==> src/hdl/gate_pkg.sv <==
// constants and types for the gate operator sequencer
package gate_pkg;
   localparam int unsigned CLK_HZ          = 250_000_000;
   localparam int unsigned TICK_CYCLES     = CLK_HZ / 10;  // 100 ms timing tick
   localparam int unsigned TICKS_PER_S     = 10;
   localparam int unsigned AUTO_CLOSE_MAX_S = 124;
   localparam int unsigned RUN_MIN_S       = 15;
   localparam int unsigned RUN_MAX_S       = 100;
   localparam int unsigned PREWARN_MS      = 2000;
   localparam int unsigned LOCK_DELAY_MS   = 1000;
   localparam int unsigned REV_LONG_MS     = 3000;
   localparam int unsigned REV_SHORT_MS    = 1500;
   localparam int unsigned BACKOFF_MS      = 1000;
   localparam int unsigned PREWARN_TICKS   = PREWARN_MS / 100;
   localparam int unsigned LOCK_TICKS      = LOCK_DELAY_MS / 100;
   localparam int unsigned REV_LONG_TICKS  = REV_LONG_MS / 100;
   localparam int unsigned REV_SHORT_TICKS = REV_SHORT_MS / 100;
   localparam int unsigned BACKOFF_TICKS   = BACKOFF_MS / 100;
   localparam int unsigned DEBOUNCE_CYCLES = 250_000;       // 1 ms stable
   // config switch positions
   localparam int unsigned SW_AUTO_CLOSE = 0;
   localparam int unsigned SW_PREWARN    = 1;
   localparam int unsigned SW_CYCLIC     = 2;
   localparam int unsigned SW_LEFT_HAND  = 3;
   localparam int unsigned SW_LOCK_DELAY = 4;
   localparam int unsigned SW_LONG_REV   = 5;
   localparam int unsigned SW_UNUSED     = 6;
   localparam int unsigned SW_SLAVE      = 7;
   // debounced input bit positions
   localparam int unsigned IN_OPEN   = 0;
   localparam int unsigned IN_CLOSE  = 1;
   localparam int unsigned IN_SINGLE = 2;
   localparam int unsigned IN_STOP_N = 3;
   localparam int unsigned IN_REV    = 4;
   localparam int unsigned IN_HOLD   = 5;
   localparam int unsigned IN_LIM_O  = 6;
   localparam int unsigned IN_LIM_C  = 7;
   localparam int unsigned IN_OBS_O  = 8;
   localparam int unsigned IN_OBS_C  = 9;
   localparam int unsigned IN_COUNT  = 10;
   localparam logic [IN_COUNT-1:0] IN_RESET = 10'h008;  // stop circuit idles closed

   typedef enum logic [1:0] {DIR_NONE, DIR_OPEN, DIR_CLOSE} dir_t;
   typedef enum logic [1:0] {CYC_OPEN, CYC_STOP1, CYC_CLOSE, CYC_STOP2} cyc_t;

   // motor drive outputs grouped together
   typedef struct packed {
      logic run;
      logic fwd;
      logic rev;
      logic brake_en;
   } motor_t;
endpackage : gate_pkg

==> src/hdl/gate_operator_sequencer.sv <==
// sequencer for a motorised sliding gate operator
`timescale 1ns/1ns
`default_nettype none
module gate_operator_sequencer #(
   parameter int unsigned TICK_CYCLES     = gate_pkg::TICK_CYCLES,
   parameter int unsigned DEBOUNCE_CYCLES = gate_pkg::DEBOUNCE_CYCLES
) (
   // clock and reset
   input  wire logic                          clk,
   input  wire logic                          sys_rst,
   // pushbuttons and sensors, raw from pins
   input  wire logic                          open_btn,
   input  wire logic                          close_btn,
   input  wire logic                          single_btn,
   input  wire logic                          stop_n,
   input  wire logic                          reverse_in,
   input  wire logic                          hold_in,
   input  wire logic                          open_limit_switch,
   input  wire logic                          close_limit_switch,
   // motor current comparators and their thresholds
   input  wire logic [9:0]                    motor_current,
   input  wire logic [9:0]                    open_sense_level,
   input  wire logic [9:0]                    close_sense_level,
   // configuration switches and timer settings (seconds)
   input  wire logic [7:0]                    config_sw,
   input  wire logic [6:0]                    auto_close_s,
   input  wire logic [6:0]                    max_run_s,
   // master/slave paired command
   input  wire logic                          peer_open,
   input  wire logic                          peer_close,
   // outputs
   output var  gate_pkg::motor_t              motor,
   output logic                               lock_release,
   output logic                               warning_out,
   output logic                               alarm_out,
   output logic                               lockout,
   output logic                               slave_mode,
   output logic                               fully_open,
   output logic                               peer_cmd_open,
   output logic                               peer_cmd_close
);

   typedef enum logic [3:0] {
      ST_IDLE, ST_PREWARN, ST_UNLOCK, ST_RUN, ST_PAUSE, ST_BACKOFF, ST_LOCKED
   } state_t;

   state_t                       state;
   gate_pkg::dir_t               dir;
   gate_pkg::dir_t               pend_dir;
   gate_pkg::cyc_t               cyc;
   logic [gate_pkg::IN_COUNT-1:0] raw;
   logic [gate_pkg::IN_COUNT-1:0] sync1;
   logic [gate_pkg::IN_COUNT-1:0] sync2;
   logic [gate_pkg::IN_COUNT-1:0] deb;
   logic [gate_pkg::IN_COUNT-1:0] deb_q;
   logic [31:0]                  tick_cnt;
   logic                         tick;
   logic [10:0]                  phase_cnt;
   logic [10:0]                  run_cnt;
   logic [10:0]                  ac_cnt;
   logic                         ac_armed;
   logic                         obs_strike;
   logic                         obs_o;
   logic                         obs_c;
   logic                         single_rise;
   logic                         open_req;
   logic                         close_req;
   logic [10:0]                  run_limit;
   logic [10:0]                  ac_limit;
   logic [6:0]                   run_s;
   logic [6:0]                   ac_s;

   // current comparators become sensor bits; separate threshold per direction
   assign obs_o = (motor_current > open_sense_level);
   assign obs_c = (motor_current > close_sense_level);
   assign raw = {obs_c, obs_o, close_limit_switch, open_limit_switch, hold_in,
                 reverse_in, stop_n, single_btn, close_btn | peer_close,
                 open_btn | peer_open};

   // two-stage synchronisers; first stage read only by second
   always_ff @(posedge clk or posedge sys_rst) begin
      if (sys_rst) begin
         sync1 <= gate_pkg::IN_RESET;
         sync2 <= gate_pkg::IN_RESET;
      end else begin
         sync1 <= raw;
         sync2 <= sync1;
      end
   end

   // per-input debounce: accept a level only after it holds steady
   generate
      for (genvar i = 0; i < gate_pkg::IN_COUNT; i++) begin : g_deb
         logic [31:0] stable_cnt;
         always_ff @(posedge clk or posedge sys_rst) begin
            if (sys_rst) begin
               stable_cnt <= 32'h0;
               deb[i]     <= gate_pkg::IN_RESET[i];
            end else if (sync2[i] == deb[i]) begin
               stable_cnt <= 32'h0;
            end else if (stable_cnt >= DEBOUNCE_CYCLES - 1) begin
               stable_cnt <= 32'h0;
               deb[i]     <= sync2[i];
            end else begin
               stable_cnt <= stable_cnt + 32'h1;
            end
         end
      end
   endgenerate

   always_ff @(posedge clk or posedge sys_rst) begin
      if (sys_rst) deb_q <= gate_pkg::IN_RESET;
      else         deb_q <= deb;
   end

   // 100 ms tick enable; coarse grain is plenty for second-scale timers
   always_ff @(posedge clk or posedge sys_rst) begin
      if (sys_rst) begin
         tick_cnt <= 32'h0;
         tick     <= 1'b0;
      end else begin
         tick     <= (tick_cnt == TICK_CYCLES - 1);
         tick_cnt <= (tick_cnt == TICK_CYCLES - 1) ? 32'h0 : tick_cnt + 32'h1;
      end
   end

   // clamp settings into their documented ranges
   assign ac_s  = (auto_close_s > 7'(gate_pkg::AUTO_CLOSE_MAX_S)) ?
                  7'(gate_pkg::AUTO_CLOSE_MAX_S) : auto_close_s;
   assign run_s = (max_run_s < 7'(gate_pkg::RUN_MIN_S)) ? 7'(gate_pkg::RUN_MIN_S) :
                  (max_run_s > 7'(gate_pkg::RUN_MAX_S)) ? 7'(gate_pkg::RUN_MAX_S) :
                  max_run_s;
   assign ac_limit  = 11'(ac_s * gate_pkg::TICKS_PER_S);
   assign run_limit = 11'(run_s * gate_pkg::TICKS_PER_S);

   // command decode; switch six is never looked at
   assign single_rise = deb[gate_pkg::IN_SINGLE] & ~deb_q[gate_pkg::IN_SINGLE];
   always_comb begin
      open_req  = deb[gate_pkg::IN_OPEN] & ~deb_q[gate_pkg::IN_OPEN];
      close_req = deb[gate_pkg::IN_CLOSE] & ~deb_q[gate_pkg::IN_CLOSE];
      if (single_rise) begin
         if (config_sw[gate_pkg::SW_CYCLIC]) begin
            open_req  = open_req | (cyc == gate_pkg::CYC_OPEN);
            close_req = close_req | (cyc == gate_pkg::CYC_CLOSE);
         end else if (fully_open) begin
            close_req = 1'b1;
         end else begin
            open_req = 1'b1;
         end
      end
   end

   // single-button cycle position; stop steps also halt the gate below
   always_ff @(posedge clk or posedge sys_rst) begin
      if (sys_rst) cyc <= gate_pkg::CYC_OPEN;
      else if (single_rise && config_sw[gate_pkg::SW_CYCLIC]) cyc <= gate_pkg::cyc_t'(cyc + 2'h1);
   end

   // fully-open flag from the debounced limit for the open travel
   always_ff @(posedge clk or posedge sys_rst) begin
      if (sys_rst) fully_open <= 1'b0;
      else         fully_open <= deb[gate_pkg::IN_LIM_O];
   end

   // main sequence: prewarn, lock release, run, reverse pause, back-off, lockout
   always_ff @(posedge clk or posedge sys_rst) begin
      if (sys_rst) begin
         state      <= ST_IDLE;
         dir        <= gate_pkg::DIR_NONE;
         pend_dir   <= gate_pkg::DIR_NONE;
         phase_cnt  <= 11'h0;
         run_cnt    <= 11'h0;
         obs_strike <= 1'b0;
         ac_armed   <= 1'b1;
      end else if (state == ST_LOCKED) begin
         state <= ST_LOCKED;              // only reset clears lockout
      end else if (!deb[gate_pkg::IN_STOP_N] ||
                   (single_rise && config_sw[gate_pkg::SW_CYCLIC] &&
                    (cyc == gate_pkg::CYC_STOP1 || cyc == gate_pkg::CYC_STOP2))) begin
         state <= ST_IDLE;
         dir   <= gate_pkg::DIR_NONE;
      end else begin
         if (tick && phase_cnt != 11'h0) phase_cnt <= phase_cnt - 11'h1;
         case (state)
            ST_IDLE: begin
               if ((open_req || deb[gate_pkg::IN_HOLD]) && !fully_open) begin
                  pend_dir <= gate_pkg::DIR_OPEN;
                  state    <= ST_PREWARN;
                  ac_armed <= 1'b1;
                  phase_cnt <= config_sw[gate_pkg::SW_PREWARN] ?
                               11'(gate_pkg::PREWARN_TICKS) : 11'h0;
               end else if ((close_req || (config_sw[gate_pkg::SW_AUTO_CLOSE] && ac_armed
                            && fully_open && ac_cnt >= ac_limit && !deb[gate_pkg::IN_OPEN]
                            && !deb[gate_pkg::IN_REV] && !deb[gate_pkg::IN_OBS_O]
                            && !deb[gate_pkg::IN_OBS_C])) && !deb[gate_pkg::IN_HOLD]
                            && !deb[gate_pkg::IN_LIM_C]) begin
                  pend_dir <= gate_pkg::DIR_CLOSE;
                  state    <= ST_PREWARN;
                  phase_cnt <= config_sw[gate_pkg::SW_PREWARN] ?
                               11'(gate_pkg::PREWARN_TICKS) : 11'h0;
               end
            end
            ST_PREWARN: if (phase_cnt == 11'h0) begin
               state     <= ST_UNLOCK;
               phase_cnt <= config_sw[gate_pkg::SW_LOCK_DELAY] ?
                            11'(gate_pkg::LOCK_TICKS) : 11'h0;
            end
            ST_UNLOCK: if (phase_cnt == 11'h0) begin
               state   <= ST_RUN;
               dir     <= pend_dir;
               run_cnt <= run_limit;
            end
            ST_RUN: begin
               if (tick && run_cnt != 11'h0) run_cnt <= run_cnt - 11'h1;
               if ((dir == gate_pkg::DIR_OPEN && deb[gate_pkg::IN_LIM_O]) ||
                   (dir == gate_pkg::DIR_CLOSE && deb[gate_pkg::IN_LIM_C])) begin
                  state      <= ST_IDLE;
                  dir        <= gate_pkg::DIR_NONE;
                  obs_strike <= 1'b0;
               end else if ((dir == gate_pkg::DIR_OPEN && deb[gate_pkg::IN_OBS_O]) ||
                            (dir == gate_pkg::DIR_CLOSE && deb[gate_pkg::IN_OBS_C])) begin
                  ac_armed <= 1'b0;
                  dir      <= gate_pkg::DIR_NONE;
                  if (obs_strike) begin
                     state <= ST_LOCKED;
                  end else begin
                     obs_strike <= 1'b1;
                     pend_dir   <= (dir == gate_pkg::DIR_OPEN) ?
                                   gate_pkg::DIR_CLOSE : gate_pkg::DIR_OPEN;
                     state      <= ST_PAUSE;
                     phase_cnt  <= 11'(gate_pkg::BACKOFF_TICKS);
                  end
               end else if (run_cnt == 11'h0) begin
                  state <= ST_LOCKED;
                  dir   <= gate_pkg::DIR_NONE;
               end else if ((dir == gate_pkg::DIR_CLOSE && (deb[gate_pkg::IN_REV] ||
                             open_req)) || (dir == gate_pkg::DIR_OPEN && close_req)) begin
                  pend_dir  <= (dir == gate_pkg::DIR_OPEN) ?
                               gate_pkg::DIR_CLOSE : gate_pkg::DIR_OPEN;
                  dir       <= gate_pkg::DIR_NONE;
                  state     <= ST_PAUSE;
                  phase_cnt <= config_sw[gate_pkg::SW_LONG_REV] ?
                               11'(gate_pkg::REV_LONG_TICKS) :
                               11'(gate_pkg::REV_SHORT_TICKS);
               end
            end
            ST_PAUSE: if (phase_cnt == 11'h0) begin
               dir     <= pend_dir;
               run_cnt <= run_limit;
               if (obs_strike && !ac_armed) begin
                  state     <= ST_BACKOFF;
                  phase_cnt <= 11'(gate_pkg::BACKOFF_TICKS);
               end else begin
                  state <= ST_RUN;
               end
            end
            ST_BACKOFF: if (phase_cnt == 11'h0) begin
               state    <= ST_IDLE;
               dir      <= gate_pkg::DIR_NONE;
               ac_armed <= 1'b0;
            end
            default: state <= ST_IDLE;
         endcase
         // a backed-off gate needs a fresh command; keep strike until a limit
         if (state == ST_BACKOFF && phase_cnt == 11'h0) ac_armed <= 1'b0;
      end
   end

   // auto-close dwell timer counts while parked at full open
   always_ff @(posedge clk or posedge sys_rst) begin
      if (sys_rst) ac_cnt <= 11'h0;
      else if (state != ST_IDLE || !fully_open || deb[gate_pkg::IN_HOLD]) ac_cnt <= 11'h0;
      else if (tick && ac_cnt != 11'h7FF) ac_cnt <= ac_cnt + 11'h1;
   end

   // registered outputs; handedness maps logical direction onto motor leads
   always_ff @(posedge clk or posedge sys_rst) begin
      if (sys_rst) begin
         motor          <= '0;
         lock_release   <= 1'b0;
         warning_out    <= 1'b0;
         alarm_out      <= 1'b0;
         lockout        <= 1'b0;
         slave_mode     <= 1'b0;
         peer_cmd_open  <= 1'b0;
         peer_cmd_close <= 1'b0;
      end else begin
         motor.run  <= (dir != gate_pkg::DIR_NONE);
         motor.fwd  <= (dir == gate_pkg::DIR_OPEN) ^ config_sw[gate_pkg::SW_LEFT_HAND] &
                       (dir != gate_pkg::DIR_NONE);
         motor.rev  <= (dir == gate_pkg::DIR_CLOSE) ^ config_sw[gate_pkg::SW_LEFT_HAND] &
                       (dir != gate_pkg::DIR_NONE);
         motor.brake_en <= !config_sw[gate_pkg::SW_LONG_REV];
         lock_release   <= (state == ST_UNLOCK) || (dir != gate_pkg::DIR_NONE);
         warning_out    <= (dir != gate_pkg::DIR_NONE) ||
                           (state == ST_PREWARN && config_sw[gate_pkg::SW_PREWARN]);
         alarm_out      <= (state == ST_LOCKED);
         lockout        <= (state == ST_LOCKED);
         slave_mode     <= config_sw[gate_pkg::SW_SLAVE];
         peer_cmd_open  <= !config_sw[gate_pkg::SW_SLAVE] && dir == gate_pkg::DIR_OPEN;
         peer_cmd_close <= !config_sw[gate_pkg::SW_SLAVE] && dir == gate_pkg::DIR_CLOSE;
      end
   end

   // run timer expiry must lock within two cycles
   a_run_expiry_lock: assert property (@(posedge clk) disable iff (sys_rst)
      (state == ST_RUN && run_cnt == 11'h0 && !deb[gate_pkg::IN_LIM_O] && !deb[gate_pkg::IN_LIM_C]
       && !deb[gate_pkg::IN_OBS_O] && !deb[gate_pkg::IN_OBS_C] && deb[gate_pkg::IN_STOP_N])
      |=> ##1 lockout) else $error("run timer expiry did not lock out");
   a_limit_stops_motor: assert property (@(posedge clk) disable iff (sys_rst)
      (state == ST_RUN && dir == gate_pkg::DIR_OPEN && deb[gate_pkg::IN_LIM_O])
      |=> ##1 !motor.run) else $error("motor ran past open limit");
   a_stop_halts: assert property (@(posedge clk) disable iff (sys_rst)
      (!deb[gate_pkg::IN_STOP_N] && state != ST_LOCKED) |=> ##1 !motor.run)
      else $error("stop input did not halt motor");
   a_warn_while_run: assert property (@(posedge clk) disable iff (sys_rst)
      motor.run |-> warning_out) else $error("warning off while running");
   a_prewarn_gap: assert property (@(posedge clk) disable iff (sys_rst)
      ($rose(state == ST_PREWARN) && config_sw[gate_pkg::SW_PREWARN]) |=> !motor.run [*4])
      else $error("motor started without prewarning");
   a_alarm_lockout: assert property (@(posedge clk) disable iff (sys_rst)
      $rose(lockout) |-> alarm_out && !motor.run) else $error("lockout without alarm");
   a_brake_setting: assert property (@(posedge clk) disable iff (sys_rst)
      $stable(config_sw) |=> motor.brake_en == !$past(config_sw[gate_pkg::SW_LONG_REV]))
      else $error("brake enable wrong");
   a_one_direction: assert property (@(posedge clk) disable iff (sys_rst)
      !(motor.fwd && motor.rev)) else $error("both motor directions driven");

endmodule : gate_operator_sequencer
`default_nettype wire

==> config.mk <==
export PLATFORM = sky130hd
export DESIGN_NAME = gate_operator_sequencer
export DESIGN_NICKNAME = d
export VERILOG_FILES = /design/src/hdl/gate_pkg.sv /design/src/hdl/gate_operator_sequencer.sv
export SDC_FILE = /design/constraint.sdc
export NUM_CORES = 1
export LEC_CHECK = 0
export BUFFER_PORTS_ARGS = -buffer_cell sky130_fd_sc_hd__buf_2
export CAP_MARGIN = 40
export CORE_ASPECT_RATIO = 0.6
export CORE_MARGIN = 3
export CORE_UTILIZATION = 55
export DETAILED_ROUTE_END_ITERATION = 6
export PLACE_DENSITY = 0.82
export SYNTH_ARGS = -nofsm -noshare
export SYNTH_HDL_FRONTEND = slang
export SYNTH_SLANG_ARGS = --single-unit
==> constraint.sdc <==
create_clock -name clk -period 22.9 [get_ports clk]
set_input_delay 4.58 -clock clk [delete_from_list [all_inputs] [get_ports clk]]
set_output_delay 4.58 -clock clk [all_outputs]
set_load 0.01 [all_outputs]
==> impl_metrics.py, run 1 <==
metrics = {
    "final_layout": {
        "syn2layout_area_growth_pct": 14.4,
        "seq_area_mm2": 0.0110,
        "final_cells": 2505,
        "n_fill_cell": 2587,
        "multi_input_area_mm2": 0.00847,
        "finalNetCount": 2151,
        "utilization": 0.647,
        "final_area_mm2": 0.0221,
        "final_layout_size_suffix_gt1_frac": 0.0885,
        "antenna_cells": 0,
    },
    "critical_path": {
        "reg2reg_depth": 9,
        "crit_type": "in -> reg",
        "end_kind": "register",
        "rr_endpoint": "run_cnt[4]",
        "r2r_setup_slack_ps": 19880,
        "required_ps": 23330,
        "worst_setup_path_start_kind": "primary input",
        "crit_fanout": 4,
        "cp-endpoint": "pend_dir[0]",
        "crit_start": "auto_close_s[6]",
        "r2r-start": "run_cnt[0]",
        "arrival_ps": 8530,
    },
    "drt": {
        "dr.pass1.iters": 6,
        "met2WireLength_mm": 17.5,
        "drt-met1-wl_mm": 17.4,
        "top_layer": "met4",
        "postRouteAntennaNets": 0,
        "drt-initial-drc-count": 1132,
        "wl_mm": 37.4,
        "wl_per_cell_um": 14.9,
        "met3_length_mm": 1.80,
        "drc": 0,
        "vias_per_cell": 5.40,
        "num_vias": 13500,
    },
    "pwr": {
        "ir_drop_v": 0.0000538,
        "power_density_mw_per_mm2": 79.0,
        "leakagePower_nw": 10.2,
        "power_mw": 1.75,
    },
    "timing": {
        "fin_crit_sh": 0.354,
        "worstMarginPinSlew_ps": 789,
        "hold_violations": 0,
        "tns_ps": 0,
        "rsz0062_at_grt": "false",
        "fmax_mhz": 124,
        "finalCriticalPeriod_ps": 8100,
        "slew_headroom": 0.469,
        "whs_ps": 349,
        "fin_skew_ps": 17.7,
        "setup_viol": 0,
        "layout_setup_ws_ps": 14800,
        "report.final.slew_viol_count": 0,
    },
    "yosys": {
        "ys_top_cells_by_area": "dfrtp_1, nor2_1, xor2_1",
        "synth_cells": 1788,
        "yosysUniqueCellTypes": 70,
        "synth_most_common_cell": "dfrtp_1",
        "yosysTopAreaCell": "dfrtp_1",
        "async_reset_ff_frac": 1.00,
        "synthTopCellsByCount": "dfrtp_1, nor2_1, nand2_1",
        "synth-main-ff-cell": "dfrtp_1",
        "ys_ff_latch": 441,
        "avgSynthCellArea_um2": 10.8,
        "yosysWarnings": 0,
        "syn_area_mm2": 0.0193,
        "yosysTopAreaCellShare": 0.566,
        "yosysSeqAreaShare": 0.571,
        "synth-edff-count": 0,
    },
    "run_status": {
        "status": "complete, no violations",
    },
    "global_routing": {
        "grt_start_max_net_pins": 119,
        "grt_overflow": 0,
        "antenna_found_initial": 0,
        "grt_pass1_wl_mm": 63.2,
        "grt_pass1_vias": 13500,
        "track_usage": 0.205,
    },
    "floorplan": {
        "core_mm2": 0.0342,
        "num_rows": 52,
        "die_h_um": 151,
        "start_util": 0.566,
        "ioPinCount": 76,
        "die_w_um": 248,
        "die-area_mm2": 0.0375,
    },
    "flow_run": {
        "cap_violations": 0,
    },
    "min_path": {
        "worstHoldStart": "sync1[2]",
        "holdPathStages": 0,
        "min_path_type": "reg -> reg",
    },
    "clocking": {
        "post_cts_resized": 0,
        "htree_levels": 2,
        "clock_latency_ps": 540,
        "cts_buffer_depth": 3,
        "hold_buffers": 0,
        "clk_pin_slew_worst_paths_ps": 70,
        "cts_setup_buffers": 0,
        "root_buffer": "clkbuf_16",
        "numCtsBuffers": 39,
        "clock-sinks": 441,
        "cts_tree": "done",
    },
    "placed_design": {
        "placed_cell_area_mm2": 0.0208,
        "place_ws_ps": 14360,
        "post-dp-hpwl_mm": 25.6,
        "dp.cells": 2435,
        "portBuffers": 74,
        "gp_congestion": 0.911,
    },
}
placed cells by master (no fill, tap or decap), types with 68 or more instances in the layout:
master   instances
nand3_1         76
conb_1         140
and3_1          72
nor2_1         292
xor2_1         120
ha_1            68
nand2_1        123
dfrtp_1        437
xnor2_1         87
buf_2           74
where the power goes:
group          total (mW)  internal (mW)  switching [mW]
sequential          0.855          0.816          0.0392
combinational       0.222         0.0855           0.136
clock               0.670          0.384           0.287
total                1.75           1.29           0.462
worst min path at each step:
stage	slack, ps	to
detailed placement	340	sync2[4]
global placement	340	sync2[1]
CTS	360	sync2[1]
global route	360	sync2[1]
floorplan	330	sync2[0]
finish	350	sync2[2]
cell type report:
| cell class | instances | share of cell area |
|---|---|---|
| repair buffers | 84 | 0.0238 |
| multi-input cells | 1400 | 0.383 |
| well taps | 459 | 0.0260 |
| flip-flops and latches | 441 | 0.499 |
| clock inverters | 17 | 0.00911 |
| inverters | 51 | 0.00900 |
| clock buffers | 53 | 0.0497 |
flip-flops by register name, summed over array words and instances, names as in the netlist, 2 cells and up:
| register | cells |
|---|---|
| ac_cnt | 11 |
| cyc | 2 |
| deb | 10 |
| deb_q | 3 |
| dir | 2 |
| g_deb.stable_cnt | 320 |
| motor | 4 |
| pend_dir | 2 |
| phase_cnt | 11 |
| run_cnt | 11 |
| state | 3 |
| sync1 | 10 |
| sync2 | 10 |
| tick_cnt | 32 |
worst max-delay path, cell delays in order:
cell and delay, ps:
buf_2 120, and3_1 170, nand3_1 110, nand2_1 100, inv_1 50, ha_1 280
ha_1 210, inv_1 70, fa_1 210, nor2b_1 50, o21ai_0 250, a21oi_1 130
nand2b_1 160, ha_1 270, o21a_1 120, o211ai_1 80, a211oi_1 370, nor2_1 180
nor3_1 420, o21a_1 260, mux2_2 340
logic make-up (layout without fill, tap and decap cells):
| logic type | after synthesis | in the layout | share of synthesized area |
|---|---|---|---|
| and+or+nand+nor | 763 | 763 | 0.190 |
| DFF | 441 | 441 | 0.571 |
| xor gates and xnor gates | 207 | 207 | 0.0938 |
| AOI/OAI and AO/OA | 203 | 203 | 0.0714 |
| buffers and inverters | 86 | 205 | 0.0172 |
| adders and majority gates | 70 | 70 | 0.0461 |
| muxes | 17 | 17 | 0.00984 |
| other | 1 | 140 | 0.000194 |
layer usage:
| metal | GRT usage | vias up |
|---|---|---|
| li1 | - | 6532 |
| met1 | 0.292 | 6652 |
| met2 | 0.329 | 300 |
| met3 | 0.0382 | 54 |
| met4 | 0.0469 | 0 |
| met5 | 0 | - |
Note: power is estimated with default switching activity, not from simulation.
==> inputs of run 2 (changes only) <==
--- a/config.mk
+++ b/config.mk
@@ -11,7 +11,7 @@
 export CORE_MARGIN = 3
 export CORE_UTILIZATION = 55
 export DETAILED_ROUTE_END_ITERATION = 6
-export PLACE_DENSITY = 0.82
+export PLACE_DENSITY = 0.85
 export SYNTH_ARGS = -nofsm -noshare
 export SYNTH_HDL_FRONTEND = slang
 export SYNTH_SLANG_ARGS = --single-unit
==> constraint.sdc (replaced) <==
create_clock -name clk -period 6.7 [get_ports clk]
set_input_delay 1.34 -clock clk [delete_from_list [all_inputs] [get_ports clk]]
set_output_delay 1.34 -clock clk [all_outputs]
set_load 0.01 [all_outputs]
==> run 2 against run 1 <==
Routed wire length up 4.4%; register-to-register slack got worse by 16000 ps; die area stayed put; total power increased to 3.4 times the previous value; sequential power increased to 3.4 times the previous value; utilization is 0.22 points lower; via count increased by 0.78%; design area down 0.35%; clock power grew to 3.5 times the previous value; setup slack got worse by 13000 ps; combinational power grew to 3.4 times the previous value.
==> impl_metrics.py, run 2 (synthesized netlist as in run 1, its figures left out) <==
metrics = {
    "run_status": {
        "status": "complete, no violations",
    },
    "critical_path": {
        "crit_fanout": 4,
        "arrival_ps": 5390,
        "worst_setup_path_start_kind": "primary input",
        "crit_type": "in -> reg",
        "end_kind": "register",
        "required_ps": 7110,
    },
    "drt": {
        "postRouteAntennaNets": 0,
        "drt-initial-drc-count": 995,
        "dr.pass1.iters": 5,
        "drc": 0,
        "wl_per_cell_um": 15.7,
        "num_vias": 13600,
        "vias_per_cell": 5.47,
        "wl_mm": 39.0,
    },
    "timing": {
        "rsz0062_at_grt": "false",
        "fin_skew_ps": 9.68,
        "finalCriticalPeriod_ps": 4980,
        "setup_viol": 0,
        "fin_crit_sh": 0.743,
        "layout_setup_ws_ps": 1720,
        "fmax_mhz": 201,
        "report.final.slew_viol_count": 0,
        "slew_headroom": 0.318,
        "hold_violations": 0,
        "worstMarginPinSlew_ps": 1020,
        "whs_ps": 348,
    },
    "final_layout": {
        "antenna_cells": 0,
        "final_cell_mix": "dfrtp_1, nor2_1, conb_1, nand2_1, xor2_1",
        "final_common_cell": "dfrtp_1",
        "largest_register_ffs": 320,
        "largestRegisters": "g_deb.stable_cnt x320, tick_cnt x32",
        "finalNetCount": 2144,
        "final_area_mm2": 0.0220,
        "syn2layout_area_growth_pct": 14.0,
        "final_layout_size_suffix_gt1_frac": 0.0851,
        "regMostFlops": "g_deb.stable_cnt",
    },
    "clocking": {
        "root_buffer": "clkbuf_16",
        "clock_latency_ps": 540,
        "htree_levels": 2,
        "cts_buffer_depth": 3,
        "clock-sinks": 441,
        "cts_setup_buffers": 0,
        "hold_buffers": 0,
        "cts_tree": "done",
        "clk_pin_slew_worst_paths_ps": 70,
        "post_cts_resized": 0,
        "numCtsBuffers": 37,
    },
    "placed_design": {
        "post-dp-hpwl_mm": 26.0,
        "placed_cell_area_mm2": 0.0207,
        "place_ws_ps": 1280,
        "portBuffers": 74,
        "gp_congestion": 0.919,
    },
    "floorplan": {
        "die_h_um": 151,
        "num_rows": 52,
        "ioPinCount": 76,
        "die-area_mm2": 0.0375,
        "die_w_um": 248,
        "core_mm2": 0.0342,
        "start_util": 0.566,
    },
    "pwr": {
        "seqPwrFrac": 0.486,
        "leakagePower_nw": 10.1,
        "swShare": 0.259,
        "clkPwrFrac": 0.389,
        "pwr-share-comb": 0.126,
        "ir_drop_v": 0.000192,
        "p_sw_mw": 1.56,
        "p_int_mw": 4.46,
        "power_density_mw_per_mm2": 273,
    },
    "global_routing": {
        "grt_overflow": 0,
        "grt_pass1_vias": 13700,
        "grt_pass1_wl_mm": 65.0,
        "track_usage": 0.212,
        "grt_start_max_net_pins": 193,
        "antenna_found_initial": 0,
    },
    "min_path": {
        "min_path_type": "reg -> reg",
    },
    "flow_run": {
        "cap_violations": 0,
    },
}
run 2: changes by cell type in the layout (fill, tap and decap cells not counted):
cell,previous run,this run
buf_12,0,2
buf_16,4,0
buf_4,6,3
bufinv_16,4,6
clkbuf_1,7,3
clkbuf_8,7,8
clkinv_2,8,5
clkinv_4,0,1
clkinvlp_4,2,1
inv_6,3,1
inv_8,1,0
run 2: power groups by stage:
stage / registers (mW) / clock network (mW) / logic [mW]
floorplan: 2.91 / 0 / 0.583
global placement: 2.96 / 0 / 0.701
detailed placement: 2.97 / 0 / 0.732
CTS: 2.92 / 2.39 / 0.740
global route: 2.94 / 2.50 / 0.848
finish: 2.92 / 2.34 / 0.755
run 2: path summary, 6_finish.rpt:
kind,start,end,slack (ps),cells after the start
setup reg to reg,ac_cnt[2],pend_dir[0],3670,8
setup / recovery,auto_close_s[6],pend_dir[0],1720,21
max in group asynchronous,sys_rst,sync1[5],4760,3
hold / removal,sync1[7],sync2[7],350,0
hold reg to reg,sync1[7],sync2[7],350,0
min in group asynchronous,sys_rst,g_deb[4].stable_cnt[11],720,2
run 2: layout make-up:
class	instances	area, um^2
fillers	2506	12100
flip-flops and latches	441	11000
multi-input cells	1400	8470
clock buffers	50	1100
well taps	459	574
repair buffers	79	433
clock inverters	13	223
inverters	51	195
run 2: routing by layer:
metal | vias to the layer above | global-route usage | wire [um]
met2 | 373 | 0.347 | 18700
met1 | 6691 | 0.288 | 17300
met4 | 0 | 0.0618 | 840
met3 | 65 | 0.0448 | 2260
met5 | - | 0 | 0
li1 | 6515 | - | -
run 2: worst max-delay path: stages:
cell	delay (ps)
buf_2	120
and3_1	160
nand3_1	110
nand2_1	100
inv_1	50
ha_1	290
ha_1	210
inv_1	70
fa_1	210
nor2b_1	50
o21ai_0	250
a21oi_1	140
nand2b_1	160
ha_1	270
o21a_1	120
o211ai_1	90
a211oi_1	420
nor2_1	190
nor3_1	440
o21a_1	250
mux2_2	350
run 2: through the flow:
step / util / total power, mW / setup TNS [ps] / std cells
after floorplan: - / 3.49 / -260440 / 1927
after global placement: 0.606 / 3.66 / 0 / 2429
after detailed placement: 0.607 / 3.70 / 0 / 2430
after CTS: 0.645 / 6.05 / 0 / 2493
after global routing: 0.645 / 6.28 / 0 / 2493
final: 0.645 / 6.02 / 0 / 2493
